## src/verilog/psr_pkg.sv

```systemverilog
// psr_pkg: constants for the processor status register bank.
// assumes: one tile clock, word-wide status-register reads and writes.
//
// Behaviour
// - bank reached only by status-register reads/writes
// - ram base resets to 0x00010000
// - ram base bits 31:2 writable, 1:0 reserved
// - vector address: base upper half, resource lower half
// - vector base bits 31:16 writable, rest reserved
// - control bit 4 enables power divider, resets 0
// - bit 5 dynamic: slow only when cores paused
// - boot status 23:16 holds tile switch number
// - boot status bit 8 flags OTP boot
// - boot status 7:0 shows sampled boot pins
// - read-only copy of OTP security word
// - four oscillator counters, software start/stop
// - bit 1 tile pair, bit 0 peripheral pair
// - counts at 0x07..0x0a, 16 bits, ordered
// - oscillator counts survive system reset
// - oscillators asynchronous to tile clock
package psr_pkg;

  // ---------------------------------------------------------------
  // register numbers
  // ---------------------------------------------------------------
  localparam logic [7:0] RAM_BASE_ADDRESS_IDX      = 8'h00;
  localparam logic [7:0] VECTOR_BASE_ADDRESS_IDX   = 8'h01;
  localparam logic [7:0] TILE_POWER_CONTROL_IDX    = 8'h02;
  localparam logic [7:0] TILE_BOOT_STATUS_IDX      = 8'h03;
  localparam logic [7:0] SECURITY_CONFIG_COPY_IDX  = 8'h05;
  localparam logic [7:0] OSCILLATOR_CONTROL_IDX    = 8'h06;
  localparam logic [7:0] TILE_CELL_OSC_COUNT_IDX   = 8'h07;
  localparam logic [7:0] TILE_WIRE_OSC_COUNT_IDX   = 8'h08;
  localparam logic [7:0] PERIPH_CELL_OSC_COUNT_IDX = 8'h09;
  localparam logic [7:0] PERIPH_WIRE_OSC_COUNT_IDX = 8'h0a;

  // ---------------------------------------------------------------
  // field positions and reset values
  // ---------------------------------------------------------------
  localparam logic [31:0] RAM_BASE_RST     = 32'h0001_0000;
  localparam int          RAM_BASE_LSB     = 2;
  localparam int          VEC_BASE_LSB     = 16;
  localparam int          DIV_EN_BIT       = 4;
  localparam int          DIV_DYN_BIT      = 5;
  localparam int          BOOT_TILE_LSB    = 16;
  localparam int          BOOT_OTP_BIT     = 8;
  localparam int          OSC_TILE_BIT     = 1;
  localparam int          OSC_PERIPH_BIT   = 0;
  localparam int          OSC_COUNT_W      = 16;
  localparam logic [1:0]  BOOT_CAPTURE_CNT = 2'h2;

endpackage : psr_pkg

```

## src/verilog/psr_status_bank.sv

```systemverilog
// psr_status_bank: processor status register bank of one tile.
// assumes: the local core issues one status read or write per cycle;
// boot pins and oscillators are asynchronous, OTP data is on mclk.
`timescale 1ns/100ps
module psr_status_bank
  import psr_pkg::*;
#(
  parameter int DIV_RATIO = 8
) (
  // clock and reset
  input  wire logic        mclk,
  input  wire logic        rstn,
  // status-register access from the local core
  input  wire logic        ps_rd,
  input  wire logic        ps_wr,
  input  wire logic [7:0]  ps_num,
  input  wire logic [31:0] ps_wdata,
  output logic [31:0]      ps_rdata,
  output logic             ps_rvalid,
  // event and interrupt vectoring
  input  wire logic        vec_take,
  input  wire logic [15:0] vec_resource,
  output logic [31:0]      vec_addr,
  output logic             vec_addr_valid,
  // memory base
  output logic [31:0]      ram_base,
  // clock divider
  input  wire logic        cores_all_paused,
  output logic             tile_clk_en,
  output logic             tile_clk_slow,
  // boot and OTP information
  input  wire logic [7:0]  boot_select_pins,
  input  wire logic [7:0]  switch_tile_num,
  input  wire logic        otp_boot_enabled,
  input  wire logic [31:0] otp_security_word,
  // ring oscillators
  output logic             osc_tile_run,
  output logic             osc_periph_run,
  input  wire logic        osc_tile_cell,
  input  wire logic        osc_tile_wire,
  input  wire logic        osc_periph_cell,
  input  wire logic        osc_periph_wire
);

  localparam int DW = (DIV_RATIO > 1) ? $clog2(DIV_RATIO) : 1;
  localparam logic [DW-1:0] DIV_LAST = DW'(DIV_RATIO - 1);

  typedef struct packed {
    logic [29:0] ram_hi;
    logic [15:0] vbase_hi;
    logic        div_en;
    logic        div_dyn;
    logic [1:0]  osc_en;
    logic [7:0]  pin_s1;
    logic [7:0]  pin_s2;
    logic [1:0]  cap_cnt;
    logic        captured;
    logic [7:0]  boot_pins;
    logic [7:0]  tile_num;
    logic        otp_boot;
    logic [31:0] sec_word;
    logic [31:0] rdata;
    logic        rvalid;
    logic [31:0] vaddr;
    logic        vvalid;
    logic [DW-1:0] div_cnt;
    logic        clk_en;
    logic        slow;
  } psr_st_t;

  psr_st_t q;
  psr_st_t d;

  logic [OSC_COUNT_W-1:0] cnt_tc;
  logic [OSC_COUNT_W-1:0] cnt_tw;
  logic [OSC_COUNT_W-1:0] cnt_pc;
  logic [OSC_COUNT_W-1:0] cnt_pw;
  logic                   slow_now;

  // ---------------------------------------------------------------
  // oscillator counters
  // ---------------------------------------------------------------
  psr_osc_count #(.W(OSC_COUNT_W)) u_tile_cell (
    .mclk   (mclk),
    .run    (q.osc_en[OSC_TILE_BIT]),
    .osc_in (osc_tile_cell),
    .count  (cnt_tc)
  );

  psr_osc_count #(.W(OSC_COUNT_W)) u_tile_wire (
    .mclk   (mclk),
    .run    (q.osc_en[OSC_TILE_BIT]),
    .osc_in (osc_tile_wire),
    .count  (cnt_tw)
  );

  psr_osc_count #(.W(OSC_COUNT_W)) u_periph_cell (
    .mclk   (mclk),
    .run    (q.osc_en[OSC_PERIPH_BIT]),
    .osc_in (osc_periph_cell),
    .count  (cnt_pc)
  );

  psr_osc_count #(.W(OSC_COUNT_W)) u_periph_wire (
    .mclk   (mclk),
    .run    (q.osc_en[OSC_PERIPH_BIT]),
    .osc_in (osc_periph_wire),
    .count  (cnt_pw)
  );

  // ---------------------------------------------------------------
  // read decode
  // ---------------------------------------------------------------
  // unmapped numbers and reserved fields read as zero
  function automatic logic [31:0] read_word(input logic [7:0] num,
                                            input psr_st_t s);
    logic [31:0] w;
    w = 32'h0000_0000;
    unique case (num)
      RAM_BASE_ADDRESS_IDX:      w = {s.ram_hi, 2'b00};
      VECTOR_BASE_ADDRESS_IDX:   w = {s.vbase_hi, 16'h0000};
      TILE_POWER_CONTROL_IDX: begin
        w[DIV_EN_BIT]  = s.div_en;
        w[DIV_DYN_BIT] = s.div_dyn;
      end
      TILE_BOOT_STATUS_IDX: begin
        w[BOOT_TILE_LSB +: 8] = s.tile_num;
        w[BOOT_OTP_BIT]       = s.otp_boot;
        w[7:0]                = s.boot_pins;
      end
      SECURITY_CONFIG_COPY_IDX:  w = s.sec_word;
      OSCILLATOR_CONTROL_IDX:    w = {30'h0, s.osc_en};
      TILE_CELL_OSC_COUNT_IDX:   w = {16'h0000, cnt_tc};
      TILE_WIRE_OSC_COUNT_IDX:   w = {16'h0000, cnt_tw};
      PERIPH_CELL_OSC_COUNT_IDX: w = {16'h0000, cnt_pc};
      PERIPH_WIRE_OSC_COUNT_IDX: w = {16'h0000, cnt_pw};
      default:                   w = 32'h0000_0000;
    endcase
    return w;
  endfunction : read_word

  // static mode slows always, dynamic only while all cores wait
  assign slow_now = q.div_en && (!q.div_dyn || cores_all_paused);

  // ---------------------------------------------------------------
  // next state
  // ---------------------------------------------------------------
  always_comb begin
    d = q;

    // status-register writes; read-only numbers fall through
    if (ps_wr) begin
      unique case (ps_num)
        RAM_BASE_ADDRESS_IDX:
          d.ram_hi = ps_wdata[31:RAM_BASE_LSB];
        VECTOR_BASE_ADDRESS_IDX:
          d.vbase_hi = ps_wdata[31:VEC_BASE_LSB];
        TILE_POWER_CONTROL_IDX: begin
          d.div_en  = ps_wdata[DIV_EN_BIT];
          d.div_dyn = ps_wdata[DIV_DYN_BIT];
        end
        OSCILLATOR_CONTROL_IDX:
          d.osc_en = ps_wdata[1:0];
        default: ;
      endcase
    end

    // reads answer one cycle later; a write in the same cycle is
    // not yet visible, which keeps the read path short
    d.rvalid = ps_rd;
    if (ps_rd) begin
      d.rdata = read_word(ps_num, q);
    end

    // vector address for the event being taken
    d.vvalid = vec_take;
    if (vec_take) begin
      d.vaddr = {q.vbase_hi, vec_resource};
    end

    // boot pins pass two stages, then are caught once after reset
    d.pin_s1 = boot_select_pins;
    d.pin_s2 = q.pin_s1;
    if (!q.captured) begin
      if (q.cap_cnt == BOOT_CAPTURE_CNT) begin
        d.captured  = 1'b1;
        d.boot_pins = q.pin_s2;
        d.tile_num  = switch_tile_num;
        d.otp_boot  = otp_boot_enabled;
        d.sec_word  = otp_security_word;
      end else begin
        d.cap_cnt = q.cap_cnt + 2'h1;
      end
    end

    // power-saving divider: one enable pulse per DIV_RATIO cycles
    d.slow = slow_now;
    if (slow_now) begin
      d.div_cnt = (q.div_cnt == DIV_LAST) ? '0 : q.div_cnt + DW'(1);
      d.clk_en  = (q.div_cnt == DIV_LAST);
    end else begin
      d.div_cnt = '0;
      d.clk_en  = 1'b1;
    end
  end

  // ---------------------------------------------------------------
  // state register
  // ---------------------------------------------------------------
  always_ff @(posedge mclk or negedge rstn) begin
    if (!rstn) begin
      q           <= '0;
      q.ram_hi    <= RAM_BASE_RST[31:RAM_BASE_LSB];
      q.div_en    <= 1'b0;
      q.div_dyn   <= 1'b0;
      q.osc_en    <= 2'b00;
      q.clk_en    <= 1'b1;
    end else begin
      q <= d;
    end
  end

  // ---------------------------------------------------------------
  // outputs
  // ---------------------------------------------------------------
  assign ps_rdata       = q.rdata;
  assign ps_rvalid      = q.rvalid;
  assign vec_addr       = q.vaddr;
  assign vec_addr_valid = q.vvalid;
  assign ram_base       = {q.ram_hi, 2'b00};
  assign tile_clk_en    = q.clk_en;
  assign tile_clk_slow  = q.slow;
  assign osc_tile_run   = q.osc_en[OSC_TILE_BIT];
  assign osc_periph_run = q.osc_en[OSC_PERIPH_BIT];
endmodule : psr_status_bank

```

## src/verilog/psr_osc_count.sv

```systemverilog
// psr_osc_count: counts rising edges of one free-running ring oscillator.
// assumes: osc_in is asynchronous to mclk and toggles well below mclk/2.
`timescale 1ns/100ps
module psr_osc_count #(
  parameter int W = 16
) (
  // clock
  input  wire logic         mclk,
  // control and oscillator
  input  wire logic         run,
  input  wire logic         osc_in,
  // count
  output logic [W-1:0]      count
);

  typedef struct packed {
    logic         s1;
    logic         s2;
    logic         s3;
    logic [W-1:0] cnt;
  } psr_osc_st_t;

  // power-up contents only: no reset ever clears the count
  psr_osc_st_t q = '0;
  psr_osc_st_t d;

  // ---------------------------------------------------------------
  // edge counter in the tile domain
  // ---------------------------------------------------------------
  // no reset on purpose: the count must survive a system reset
  always_comb begin
    d    = q;
    d.s1 = osc_in;
    d.s2 = q.s1;
    d.s3 = q.s2;
    if (run && q.s2 && !q.s3) begin
      d.cnt = q.cnt + W'(1);
    end
  end

  always_ff @(posedge mclk) begin
    q <= d;
  end

  assign count = q.cnt;

endmodule : psr_osc_count

```

## config.mk

```make
export PLATFORM = sky130hd
export DESIGN_NAME = psr_status_bank
export DESIGN_NICKNAME = d
export VERILOG_FILES = /design/src/verilog/psr_pkg.sv /design/src/verilog/psr_status_bank.sv /design/src/verilog/psr_osc_count.sv
export SDC_FILE = /design/constraint.sdc
export NUM_CORES = 1
export LEC_CHECK = 0
export BUFFER_PORTS_ARGS = -buffer_cell sky130_fd_sc_hd__buf_2
export CORE_UTILIZATION = 35
export DETAILED_ROUTE_END_ITERATION = 10
export GPL_TIMING_DRIVEN = 0
export PLACE_DENSITY_LB_ADDON = 0.2
export SLEW_MARGIN = 10
export SYNTH_ARGS = -nofsm -noshare
export SYNTH_HDL_FRONTEND = slang
export SYNTH_SLANG_ARGS = --single-unit
export TNS_END_PERCENT = 1
```

## constraint.sdc

```tcl
create_clock -name mclk -period 2 [get_ports mclk]
set_input_delay 0.3 -clock mclk [delete_from_list [all_inputs] [get_ports mclk]]
set_output_delay 0.3 -clock mclk [all_outputs]
set_load 0.02 [all_outputs]
```

**After elaboration in Yosys (flattened, before gate mapping)**

Index checks and enable logic that the tools add are counted.
Widths: inputs -> output; s select.

- Register bits: 265
- Input port bits: 115
- Output and inout port bits: 102
- Word-level logic and storage cells: 87

- Add/subtract/negate cells: 6
- Eq/ne operators: 11
- Multiplexer cells: 10
- Bitwise logic cells: 2
- Reductions and logical operators: 22

Operators by type and width:

| operator | count |
|---|---|
| $mux 50 | 2 |
| $add 16x1->16 const B | 4 |
| $pmux 7 s6 | 1 |
| $pmux 4 s8 | 1 |
| $pmux 8 s4 | 1 |
| $eq 8x3->1 const B | 3 |
| $eq 8x4->1 const B | 3 |
| $pmux 8 s3 | 1 |
| $pmux 3 s7 | 1 |
| $eq 8x2->1 const B | 2 |
| $pmux 2 s8 | 1 |
| $reduce_and 2->1 | 6 |
| $logic_and 1x1->1 | 9 |
| $eq 8x1->1 const B | 1 |
| $logic_not 8->1 | 1 |
| $logic_not 1->1 | 5 |
| $mux 4 | 1 |
| $add 3x1->3 const B | 1 |
| $eq 3x3->1 const B | 1 |
| $mux 3 | 1 |
| $add 2x1->2 const B | 1 |
| $eq 2x2->1 const B | 1 |
| $not 1->1 | 2 |
| $logic_or 1x1->1 | 1 |

**Longest topological paths before layout**

Gate-level depths: netlist of the first run.

- Depth in word-level cells: 4
- Gate-level depth with buffers: 7
- Gate-level depth less buffers: 5

**Hierarchy**

Synthesis of the first run repeated with hierarchy kept, for this count alone.

- Cell total of the unflattened synthesis: 1111
- Area, all modules: 13341.5 um2

By module, submodules not included:

| module | instances | cells each | area an instance (um2) | sequential area each (um2) |
|---|---|---|---|---|
| psr_status_bank | 1 | 799 | 9462.8 | 4732.0 |
| psr_osc_count | 4 | 78 | 969.7 | 540.5 |

**Worst setup path before layout of the first run**

Ideal clock, no wire load.

- Path kind: flip-flop to flip-flop
- Start point: register q[121] in the netlist's numbering
- End point: register q[81] in the netlist's numbering
- Library setup time: 125 ps
- Data arrival time: 1843 ps
- Required time: 1875 ps
- Setup slack: 33 ps
- Stages on the path, launching flop included: 7
- Buffers on the path: 2
- Period minus slack after synthesis: 1967 ps
- Path through: dfrtp_1 -> inv_1 -> ha_1 -> nor2b_1 -> clkbuf_1 -> buf_1 -> mux2_2

- Word-level cells in the longest chain between the ends: 2

RTL lines:

| element | line | source |
|---|---|---|
| start, declared | psr_status_bank.sv:71 | `psr_st_t q;` |
| $eq 2x2->1 | psr_status_bank.sv:185 | `if (q.cap_cnt == BOOT_CAPTURE_CNT) begin` |
| $reduce_and 2->1 (no line) | n/a |  |

Every way passes these cells.
A chain may end at the register's enable or synchronous reset.

**Worst setup path after layout of the first run**

- Start point: input ps_num[5]
- End point: register q[155] in the netlist's numbering

- Word-level cells in the longest chain between the ends: 2

RTL lines:

| element | line | source |
|---|---|---|
| start, declared | psr_status_bank.sv:16 | `input wire logic [7:0] ps_num,` |
| $eq 8x1->1 | psr_status_bank.sv:153 | `unique case (ps_num)` |
| $reduce_and 2->1 (no line) | n/a |  |

Every way passes these cells.

==> out/results.tsv, run 1 <==
stage	metric	value	unit
critical_path	Setup crit end kind	flop	
timing	Setup WS post-layout	-0.000402	ns
global_route	initial antenna violation count	2	
logic_synthesis	Post-synth top cells	187 x dfrtp_1, 141 x mux2_2, 97 x buf_4, 64 x edfxtp_1, 45 x xnor2_1	
global_route	vias in the first global route	8559	
floorplanning	row cnt	67	
global_route	global-route wire length before repair	51.1	mm
power_and_ir_drop	P_leak	0.00710	uW
clocking	CTS H-tree depth	1	
finish	final design utilization	0.466	
clocking	CTS Buffer Depth	3	
timing	WHS	0.00697	ns
clocking	clock slew at reported path FFs	0.06	ns
logic_synthesis	leading area contributor after synthesis	dfrtp_1	
timing	Max Clock Freq	500	MHz
timing	Worst Clk Skew	0.0168	ns
timing	final setup fails	1	
clocking	Post-CTS Setup Inserts	0	
global_route	largest net degree at the start of global routing	82	
global_route	GR Util All Layers	0.188	
clocking	CTS tree	yes	
logic_synthesis	ys async rst share	0.713	
logic_synthesis	Post-synth top flop	dfrtp_1	
logic_synthesis	Seq/Total Area, Yosys	0.567	
logic_synthesis	most common cell in the synthesized netlist	dfrtp_1	
detailed_routing	DRT Pass-1 Iters	5	
power_and_ir_drop	worst vdd ir	673	uV
logic_synthesis	Post-Syn Area	12100	sq um
clocking	Num CTS Buffers	29	
timing	Final Hold Fails	0	
logic_synthesis	Yosys cell types	61	
placed_design	IO buf count	213	
logic_synthesis	Post-Syn Area per Cell	12.6	sq um
power_and_ir_drop	power per cell area	791	nW/um^2
detailed_routing	total wire length	33.3	mm
clocking	Clock Latency Late Sink	0.55	ns
finish	Layout area overhead	29.8	%
placed_design	worst slack, placed	-0.618	ns
critical_path	crit path max fanout	10	
floorplanning	Die X	188	um
detailed_routing	Starting DRT DRC Count	633	
detailed_routing	Via-to-Cell Ratio	4.90	
status	failing checks	negative setup slack	
detailed_routing	via count	8655	
logic_synthesis	Ys Warns	0	
critical_path	Critical Path, Cell by Cell	buf_2, nor4_4, nand2_2, nor2_4, nand2_2, buf_2, mux2_2	
floorplanning	die area	35500	sq um
timing	Slew Limit Fails	0	
finish	fraction of layout cells with a size suffix above 1	0.407	
logic_synthesis	EDFF count, synth	64	
timing	min cycle time layout	2.00	ns
critical_path	CP Launch Type	input port	
global_route	total grt overflow	0	
job	max cap viols	0	
logic_synthesis	post-synthesis cell count	962	
floorplanning	die height	188	um
placed_design	Final GP Congestion	0.887	
critical_path	Slowest cell on crit path	nor4_4	
critical_path	CP arrival	2.42	ns
critical_path	Worst path max stage delay	0.44	ns
clocking	Sink Count	265	
floorplanning	Core ar.	33900	sq um
floorplanning	IO Pins	217	
detailed_routing	drt wl/cell	18.8	um
timing	Slew HR	0.431	
detailed_routing	DRT antenna net count	0	
logic_synthesis	register bit total from synthesis	265	
min_path	Hold WC Path Type	input port to flop	
floorplanning	Initial Utilization	0.359	
timing	worst slew pin tran	0.852	ns
critical_path	Critical Path RT	2.42	ns
logic_synthesis	Synth area leaders	dfrtp_1 39%, edfxtp_1 16%, mux2_2 13%, buf_4 6.0%, xnor2_1 3.2%	
timing	period utilization	1.00	
placed_design	Final HPWL DP	23.8	mm
timing	RSZ-0062 raised after global routing	yes	
logic_synthesis	Yosys top cell area share	0.385	
status	status	finished with violations	
finish	# nets final	1420	
detailed_routing	drc violations	0	
critical_path	CP Class	input port to flop	
clocking	root buf cell	clkbuf_16	
critical path, delay by kind of cell:
kind | cells | cell delay, ns
AND/OR/NAND/NOR | 4 | 1.39
buffers and inverters | 2 | 0.42
multiplexers | 1 | 0.31
stage by stage:
step           power, uW  instance area, sq um   TNS [ns]  cells
6_report           12500                 15800  -0.000402   1768
3_5_place_dp        6980                 13900     -42.79   1626
5_1_grt            12900                 15800     -0.316   1768
3_3_place_gp        6960                 13800    -544.88   1624
2_1_floorplan       6510                 12200          0    963
4_1_cts            12600                 15700          0   1767
cells by family after synthesis:
kind of cell | after synthesis | share of synthesized area
adders and majority gates | 7 | 0.00721
muxes | 164 | 0.150
xor gates and xnor gates | 57 | 0.0411
buffers and inverters | 153 | 0.0790
other | 1 | 0.000309
AOI/OAI and AO/OA | 119 | 0.0698
DFF | 265 | 0.567
and+or+nand+nor | 196 | 0.0855
layout by cell type, fill, tap and decap left out, types with 8 or more instances in the layout:
cell,synthesis,layout
nand2_1,43,43
xnor2_1,45,45
a31oi_1,15,15
inv_1,16,16
nor2b_1,16,16
nand3_1,34,33
dlygate4sd3_1,0,89
buf_2,11,223
xor2_1,12,12
edfxtp_1,64,64
a22oi_1,28,28
and3_1,15,15
nor2_1,37,32
buf_4,97,98
nand2b_1,8,8
o21ai_0,17,17
clkbuf_1,23,24
mux2_2,141,141
dfxtp_1,12,12
dfrtp_1,187,187
mux2i_1,23,23
clkbuf_16,0,32
o2bb2ai_1,8,8
a21oi_1,12,12
nand4_1,11,11
per-layer routing:
metal  GRT usage  share of wire
met1       0.279           0.48
met5           0        0.00039
met2       0.285           0.44
met4      0.0496          0.026
met3      0.0268          0.054
timing repair:
| item | 4_1_cts | 5_1_grt |
|---|---|---|
| pin swaps | 0 | 1 |
| gates resized for setup | 8 | 9 |
| hold buffers | 89 | 0 |
| setup endpoints to repair | 65 | 48 |
| endpoints found under the hold margin | 133 | 0 |
area by class of cell:
type	instances	area, sq um
multi-input cells	545	4330
inverters	16	60.1
clock buffers	46	923
fillers	3121	18100
diodes	1	2.50
repair buffers	304	2020
flip-flops and latches	265	6890
clock inverters	6	66.3
well taps	448	561
plain buffers	137	913
state kept, by name, summed over array words and instances (netlist names), 2 cells and up:
register,cells
u_periph_cell.d,2
d,8
vec_addr,32
u_tile_wire.d,2
u_periph_cell.count,16
u_periph_wire.count,16
u_tile_cell.d,2
u_tile_cell.count,16
q,81
u_periph_wire.d,2
u_tile_wire.count,16
ps_rdata,32
ram_base,30
report_power, final:
part	total, uW	internal [uW]	switching, uW
Clock	5460	3290	2170
Sequential	5870	5730	135
Combinational	1150	582	569
Total	12500	9600	2870
path summary, 6_finish.rpt:
path	from	to	slack, ns	depth (start not counted)
min reg2reg	u_tile_cell.d[17]	u_tile_cell.d[16]	0.33	0
min	ps_wdata[6]	ram_base[6]	0.007	2
max reg2reg	q[121]	q[74]	0.08	5
max in group asynchronous	rstn	ram_base[16]	0.67	4
min in group asynchronous	rstn	q[4]	0.23	2
max	ps_num[5]	q[155]	-0.0004	7
Note: power is estimated with default switching activity, not from simulation.
==> inputs of run 2 (changes only) <==
==> constraint.sdc (replaced) <==
create_clock -name mclk -period 2.5 [get_ports mclk]
set_input_delay 0.375 -clock mclk [delete_from_list [all_inputs] [get_ports mclk]]
set_output_delay 0.375 -clock mclk [all_outputs]
set_load 0.1 [all_outputs]
==> run 2 against run 1 <==
Compared with the run above:
- the run now ends clean
- highest routed layer unchanged
- clock skew is 0.0029 ns higher
- cell area fell by 4.9%
- critical path depth down 1
- critical endpoint is now q[89]
- flip-flop and latch count unchanged
==> out/results.tsv, run 2 (synthesis results as in run 1) <==
stage	metric	value	unit	change
finish	# nets final	1346		-5.2%
floorplanning	die area	35500	sq um	unchanged
clocking	Clock Latency Late Sink	0.55	ns	about the same
clocking	CTS H-tree depth	1		unchanged
clocking	Sink Count	265		unchanged
placed_design	Final GP Congestion	0.887		unchanged
power_and_ir_drop	Tot Pwr	10400	uW	-17%
finish	area of the multi-input gates	4310	sq um	-0.43%
detailed_routing	DRT Pass-1 Iters	5		unchanged
critical_path	Crit Reg-Reg Startpoint	q[121]		
finish	commonest cells after routing, fill and taps aside	223 x buf_2, 187 x dfrtp_1, 141 x mux2_2, 97 x buf_4, 64 x edfxtp_1		
timing	worst slew pin tran	0.915	ns	+0.0630 ns
timing	min cycle time layout	2.32	ns	
power_and_ir_drop	power per cell area	691	nW/um^2	-13%
floorplanning	Core ar.	33900	sq um	unchanged
finish	Layout area overhead	23.5	%	
clocking	CTS Buffer Depth	3		unchanged
timing	RSZ-0062 raised after global routing	no		
min_path	Hold WC Path Type	input port to flop		
critical_path	Critical Path RT	2.92	ns	+0.50 ns
critical_path	Setup crit end kind	flop		
finish	Biggest register	q		
critical_path	Top Family by Delay on Critical Path	buffers and inverters		
critical_path	CP Class	flop to flop		
placed_design	IO buf count	213		unchanged
global_route	total grt overflow	0		unchanged
status	status	finished, final reports clean		
power_and_ir_drop	P_leak	0.00676	uW	-4.7%
critical_path	CP Launch Type	flop		
detailed_routing	drc violations	0		unchanged
floorplanning	row cnt	67		unchanged
timing	period utilization	0.926		
critical_path	R2R setup slack	0.18	ns	+0.10 ns
timing	Slew HR	0.390		-0.0414
floorplanning	Die X	188	um	unchanged
critical_path	worst-case reg-to-reg path depth	6		+1
critical_path	Worst path max stage delay	0.52	ns	+0.08 ns
critical_path	combined buffer and inverter count along the critical path	3		+1
global_route	GR Util All Layers	0.183		-0.00433
detailed_routing	Via-to-Cell Ratio	4.93		+0.73%
timing	Slew Limit Fails	0		unchanged
detailed_routing	drt wl/cell	19.2	um	+1.8%
detailed_routing	Starting DRT DRC Count	568		-10%
placed_design	Final HPWL DP	23.8	mm	unchanged
global_route	global-route wire length before repair	49.8	mm	-2.7%
clocking	clock slew at reported path FFs	0.06	ns	about the same
clocking	root buf cell	clkbuf_16		
floorplanning	die height	188	um	unchanged
timing	final setup fails	0		-1
timing	Final Hold Fails	0		unchanged
finish	FF/Latch Area	6890	sq um	unchanged
clocking	CTS tree	yes		
critical_path	r2r endpoint	q[89]		
global_route	largest net degree at the start of global routing	82		unchanged
timing	Max Clock Freq	432	MHz	
finish	most common cell after layout, fill and taps aside	buf_2		
critical_path	Critical Path, Cell by Cell	inv_1, ha_1, nor2b_1, clkbuf_2, buf_1, mux2_2		
floorplanning	Initial Utilization	0.359		unchanged
detailed_routing	via count	8358		-3.4%
timing	Worst Clk Skew	0.0198	ns	+0.00291 ns
clocking	Num CTS Buffers	29		unchanged
job	max cap viols	0		unchanged
critical_path	crit path max fanout	10		unchanged
finish	number of flip-flops in the largest register	81		unchanged
critical_path	Slowest cell on crit path	buf_1		
detailed_routing	DRT antenna net count	0		unchanged
finish	fraction of layout cells with a size suffix above 1	0.425		+0.0178
global_route	initial antenna violation count	2		unchanged
placed_design	# placed instances	1626		unchanged
min_path	hold path cells	2		unchanged
min_path	Hold Path End	q[84]		
floorplanning	IO Pins	217		unchanged
finish	Non-Filler Instances	1695		-4.1%
min_path	Hold Path Origin	otp_security_word[13]		
global_route	vias in the first global route	8161		-4.7%
timing	Setup TNS	0	ns	+0.000402 ns
finish	Layout fillers	3197		+2.4%
detailed_routing	total wire length	32.5	mm	-2.4%
power_and_ir_drop	worst vdd ir	540	uV	-20%
finish	final design utilization	0.443		-0.0227
critical_path	CP arrival	2.74	ns	+0.32 ns
[run 2: power by group]
part	switching, uW	leakage, uW	internal, uW
registers	107	0.00309	4580
clock network	1740	0.000487	2630
logic	924	0.00319	389
total	2770	0.00676	7600
[run 2: worst max-delay path by stage]
stage              startpoint                     end  slack [ns]  cells past startpoint
6_report               q[121]                   q[89]        0.18                      6
5_1_grt                q[121]                   q[82]        0.02                      6
4_1_cts                q[121]                   q[89]        0.15                      6
3_5_place_dp        ps_num[5]            ps_rdata[22]       -0.19                      7
3_3_place_gp             rstn                   q[77]       -2.29                      1
2_1_floorplan  osc_periph_run  u_periph_cell.count[0]        0.33                      2
[run 2: repair_timing]
action | 4_1_cts | 5_1_grt
gates resized for setup | 1 | 0
endpoints found under the hold margin | 49 | 0
hold buffers | 15 | 0
buffers inserted | 0 | 0
endpoints found under the setup margin | 10 | 0
[run 2: per-stage QoR]
stage          hold WS [ns]  cell area, sq um  worst slack (ns)
3_3_place_gp          0.314             13800             -2.29
4_1_cts              0.0424             15000             0.154
5_1_grt              0.0516             15000            0.0244
3_5_place_dp          0.266             13900            -0.193
2_1_floorplan        0.0794             12200             0.335
6_report             0.0563             15000             0.184
[run 2: routing by layer]
metal  vias to the layer above  GRT usage  wire [um]
li1                       3905          -          -
met1                      4107      0.276      15600
met2                       295      0.275      14300
met3                        49     0.0259       1820
met4                         2     0.0465        753
met5                         -          0         13
[run 2: cell type report]
cell class                      count  share of cell area
Sequential cell                   265               0.460
Clock inverter                      6             0.00442
Timing Repair Buffer              230              0.0854
Tap cell                          448              0.0374
Antenna cell                        2            0.000334
Clock buffer                       46              0.0616
Buffer                            137              0.0601
Multi-Input combinational cell    545               0.287
Inverter                           16             0.00400
==> inputs of run 3 (changes only) <==
==> constraint.sdc (replaced) <==
create_clock -name mclk -period 2.65 [get_ports mclk]
set_input_delay 0.3975 -clock mclk [delete_from_list [all_inputs] [get_ports mclk]]
set_output_delay 0.3975 -clock mclk [all_outputs]
set_load 0.1 [all_outputs]
==> run 3 against run 2 <==
Compared with the run above:
- utilization about the same
- register-to-register slack improved by 0.16 ns
- critical path depth increased by 1
- die area unchanged
- combinational power decreased by 5%
- hold slack improved by 0.022 ns
- global-route usage about the same
- setup slack improved by 0.034 ns
- clock power decreased by 5.7%
- clock skew about the same
- count of clock-buffer cells in the layout unchanged
==> out/results.tsv, run 3 (synthesis results as in run 1) <==
stage	metric	value	unit	change
placed_design	# placed instances	1626		unchanged
global_route	vias in the first global route	8158		-0.037%
critical_path	CP Class	input port to flop		
timing	Setup WS post-layout	0.219	ns	+0.0344 ns
finish	commonest cells after routing, fill and taps aside	223 x buf_2, 187 x dfrtp_1, 141 x mux2_2, 97 x buf_4, 64 x edfxtp_1		
global_route	global-route wire length before repair	49.7	mm	about the same
detailed_routing	Via-to-Cell Ratio	4.93		about the same
finish	# nets final	1346		unchanged
clocking	Post-CTS Setup Inserts	0		unchanged
detailed_routing	DRT Pass-1 Iters	5		unchanged
finish	Finished Cell Area	15000	sq um	about the same
timing	Slew Limit Fails	0		unchanged
finish	most common cell after layout, fill and taps aside	buf_2		
timing	worst slew pin tran	0.926	ns	+0.0104 ns
floorplanning	Core ar.	33900	sq um	unchanged
timing	Worst Clk Skew	0.0200	ns	+0.000200 ns
finish	area of the multi-input gates	4310	sq um	unchanged
clocking	CTS tree	yes		
floorplanning	row cnt	67		unchanged
critical_path	CP Launch Type	input port		
power_and_ir_drop	Net Sw Frac	0.267		about the same
detailed_routing	Starting DRT DRC Count	560		-1.4%
finish	FF/Latch Area	6890	sq um	unchanged
critical_path	crit path max fanout	10		unchanged
power_and_ir_drop	Seq pwr share	0.452		about the same
placed_design	Cell Area, Placed	13900	sq um	unchanged
critical_path	Slowest cell on crit path	clkbuf_1		
critical_path	r2r endpoint	q[89]		
floorplanning	Initial Utilization	0.359		unchanged
timing	RSZ-0062 raised after global routing	no		
finish	Layout fillers	3196		-0.031%
placed_design	Final GP Congestion	0.887		unchanged
power_and_ir_drop	Net Switching	2610	uW	-5.6%
finish	fraction of layout cells with a size suffix above 1	0.426		+0.000803
floorplanning	IO Pins	217		unchanged
detailed_routing	drc violations	0		unchanged
detailed_routing	drt wl/cell	19.1	um	about the same
min_path	Hold WC Path Type	input port to flop		
critical_path	Crit Reg-Reg Startpoint	q[121]		
finish	Biggest register	q		
detailed_routing	DRT antenna net count	0		unchanged
min_path	Hold Path Origin	otp_security_word[13]		
clocking	Sink Count	265		unchanged
power_and_ir_drop	Clock Power Share	0.421		about the same
clocking	Num CTS Buffers	29		unchanged
min_path	Hold Path End	q[84]		
power_and_ir_drop	worst vdd ir	510	uV	-5.6%
timing	WHS	0.0787	ns	+0.0224 ns
finish	Non-Filler Instances	1695		unchanged
clocking	CTS Buffer Depth	3		unchanged
detailed_routing	via count	8364		+0.072%
timing	Max Clock Freq	411	MHz	
power_and_ir_drop	Combinational Power Share	0.127		about the same
finish	final design utilization	0.443		about the same
placed_design	worst slack, placed	-0.0654	ns	+0.128 ns
power_and_ir_drop	power per cell area	652	nW/um^2	-5.7%
critical_path	Setup crit end kind	flop		
critical_path	CP arrival	2.88	ns	+0.14 ns
global_route	initial antenna violation count	2		unchanged
power_and_ir_drop	internal power	7170	uW	-5.7%
timing	final setup fails	0		unchanged
critical_path	Critical Path, Cell by Cell	dlygate4sd3_1, buf_2, clkbuf_1, clkbuf_2, clkbuf_1, a31oi_1, o21ai_0		
critical_path	Critical Path RT	3.10	ns	+0.18 ns
detailed_routing	total wire length	32.5	mm	about the same
floorplanning	die height	188	um	unchanged
global_route	GR Util All Layers	0.183		about the same
critical_path	worst-case reg-to-reg path depth	6		unchanged
timing	period utilization	0.917		
clocking	root buf cell	clkbuf_16		
power_and_ir_drop	P_leak	0.00677	uW	about the same
critical_path	Critical Path Most Common Cell	clkbuf_1		
placed_design	Final HPWL DP	23.8	mm	unchanged
clocking	clock slew at reported path FFs	0.06	ns	about the same
timing	Final Hold Fails	0		unchanged
global_route	total grt overflow	0		unchanged
finish	number of flip-flops in the largest register	81		unchanged
finish	Layout area overhead	23.5	%	about the same
status	status	finished, final reports clean		
clocking	CTS H-tree depth	1		unchanged
critical_path	Worst path max stage delay	0.55	ns	+0.03 ns
job	max cap viols	0		unchanged
timing	Slew HR	0.383		-0.00692
floorplanning	Die X	188	um	unchanged
critical_path	R2R setup slack	0.34	ns	+0.16 ns
clocking	Clock Latency Late Sink	0.55	ns	about the same
global_route	largest net degree at the start of global routing	82		unchanged
placed_design	IO buf count	213		unchanged
timing	min cycle time layout	2.43	ns	
floorplanning	die area	35500	sq um	unchanged
min_path	hold path cells	2		unchanged
run 3: cell types whose count changed in the layout (fill, tap and decap cells not counted):
cell,previous run,this run
clkbuf_1,29,28
clkbuf_2,1,2
run 3: critical path: cells and delay by family:
kind	cells	cell delay (ns)
AO/OA/AOI/OAI	2	0.31
buffers and inverters	5	2.14
run 3: power by group through the flow:
stage / combinational, uW / clock [uW] / sequential (uW)
6_report: 1240 / 4120 / 4430
5_1_grt: 1300 / 4380 / 4450
4_1_cts: 1250 / 4220 / 4430
3_5_place_dp: 1230 / 0 / 4500
3_3_place_gp: 1210 / 0 / 4500
2_1_floorplan: 882 / 0 / 4500
run 3: per-stage QoR:
step | setup TNS [ns] | power (uW)
after floorplan | 0 | 5380
after global placement | -399.17 | 5710
after detailed placement | -0.488 | 5730
after CTS | 0 | 9890
after global routing | 0 | 10100
final | 0 | 9780
run 3: what timing repair did:
| action | CTS | global route |
|---|---|---|
| endpoints found under the hold margin | 48 | 1 |
| resized for setup | 0 | 4 |
| setup endpoints to repair | 0 | 22 |
| hold buffers | 14 | 1 |
run 3: how the worst max path moves through the flow:
stage / startpoint / to / depth (start not counted)
after floorplan: osc_periph_run / u_periph_cell.count[0] / 2
after global placement: rstn / q[77] / 1
after detailed placement: ps_num[5] / ps_rdata[22] / 7
after CTS: q[121] / q[89] / 6
after global routing: ps_rd / ps_rdata[30] / 7
final: ps_rd / ps_rdata[26] / 7
run 3: layout make-up:
| type | instances | share of cell area |
|---|---|---|
| tap | 448 | 0.0374 |
| multi-input combinational | 545 | 0.287 |
| clock inverter | 6 | 0.00442 |
| inverter | 16 | 0.00400 |
| antenna | 2 | 0.000334 |
| clock buffer | 46 | 0.0616 |
| timing repair buffer | 230 | 0.0854 |
| buffer | 137 | 0.0601 |
| sequential | 265 | 0.460 |
run 3: layer usage:
metal	up-vias	wire length, um	global-route usage
met3	47	1830	0.0257
li1	3903	-	-
met5	-	13	0
met4	2	752	0.0465
met2	307	14300	0.275
met1	4105	15500	0.276
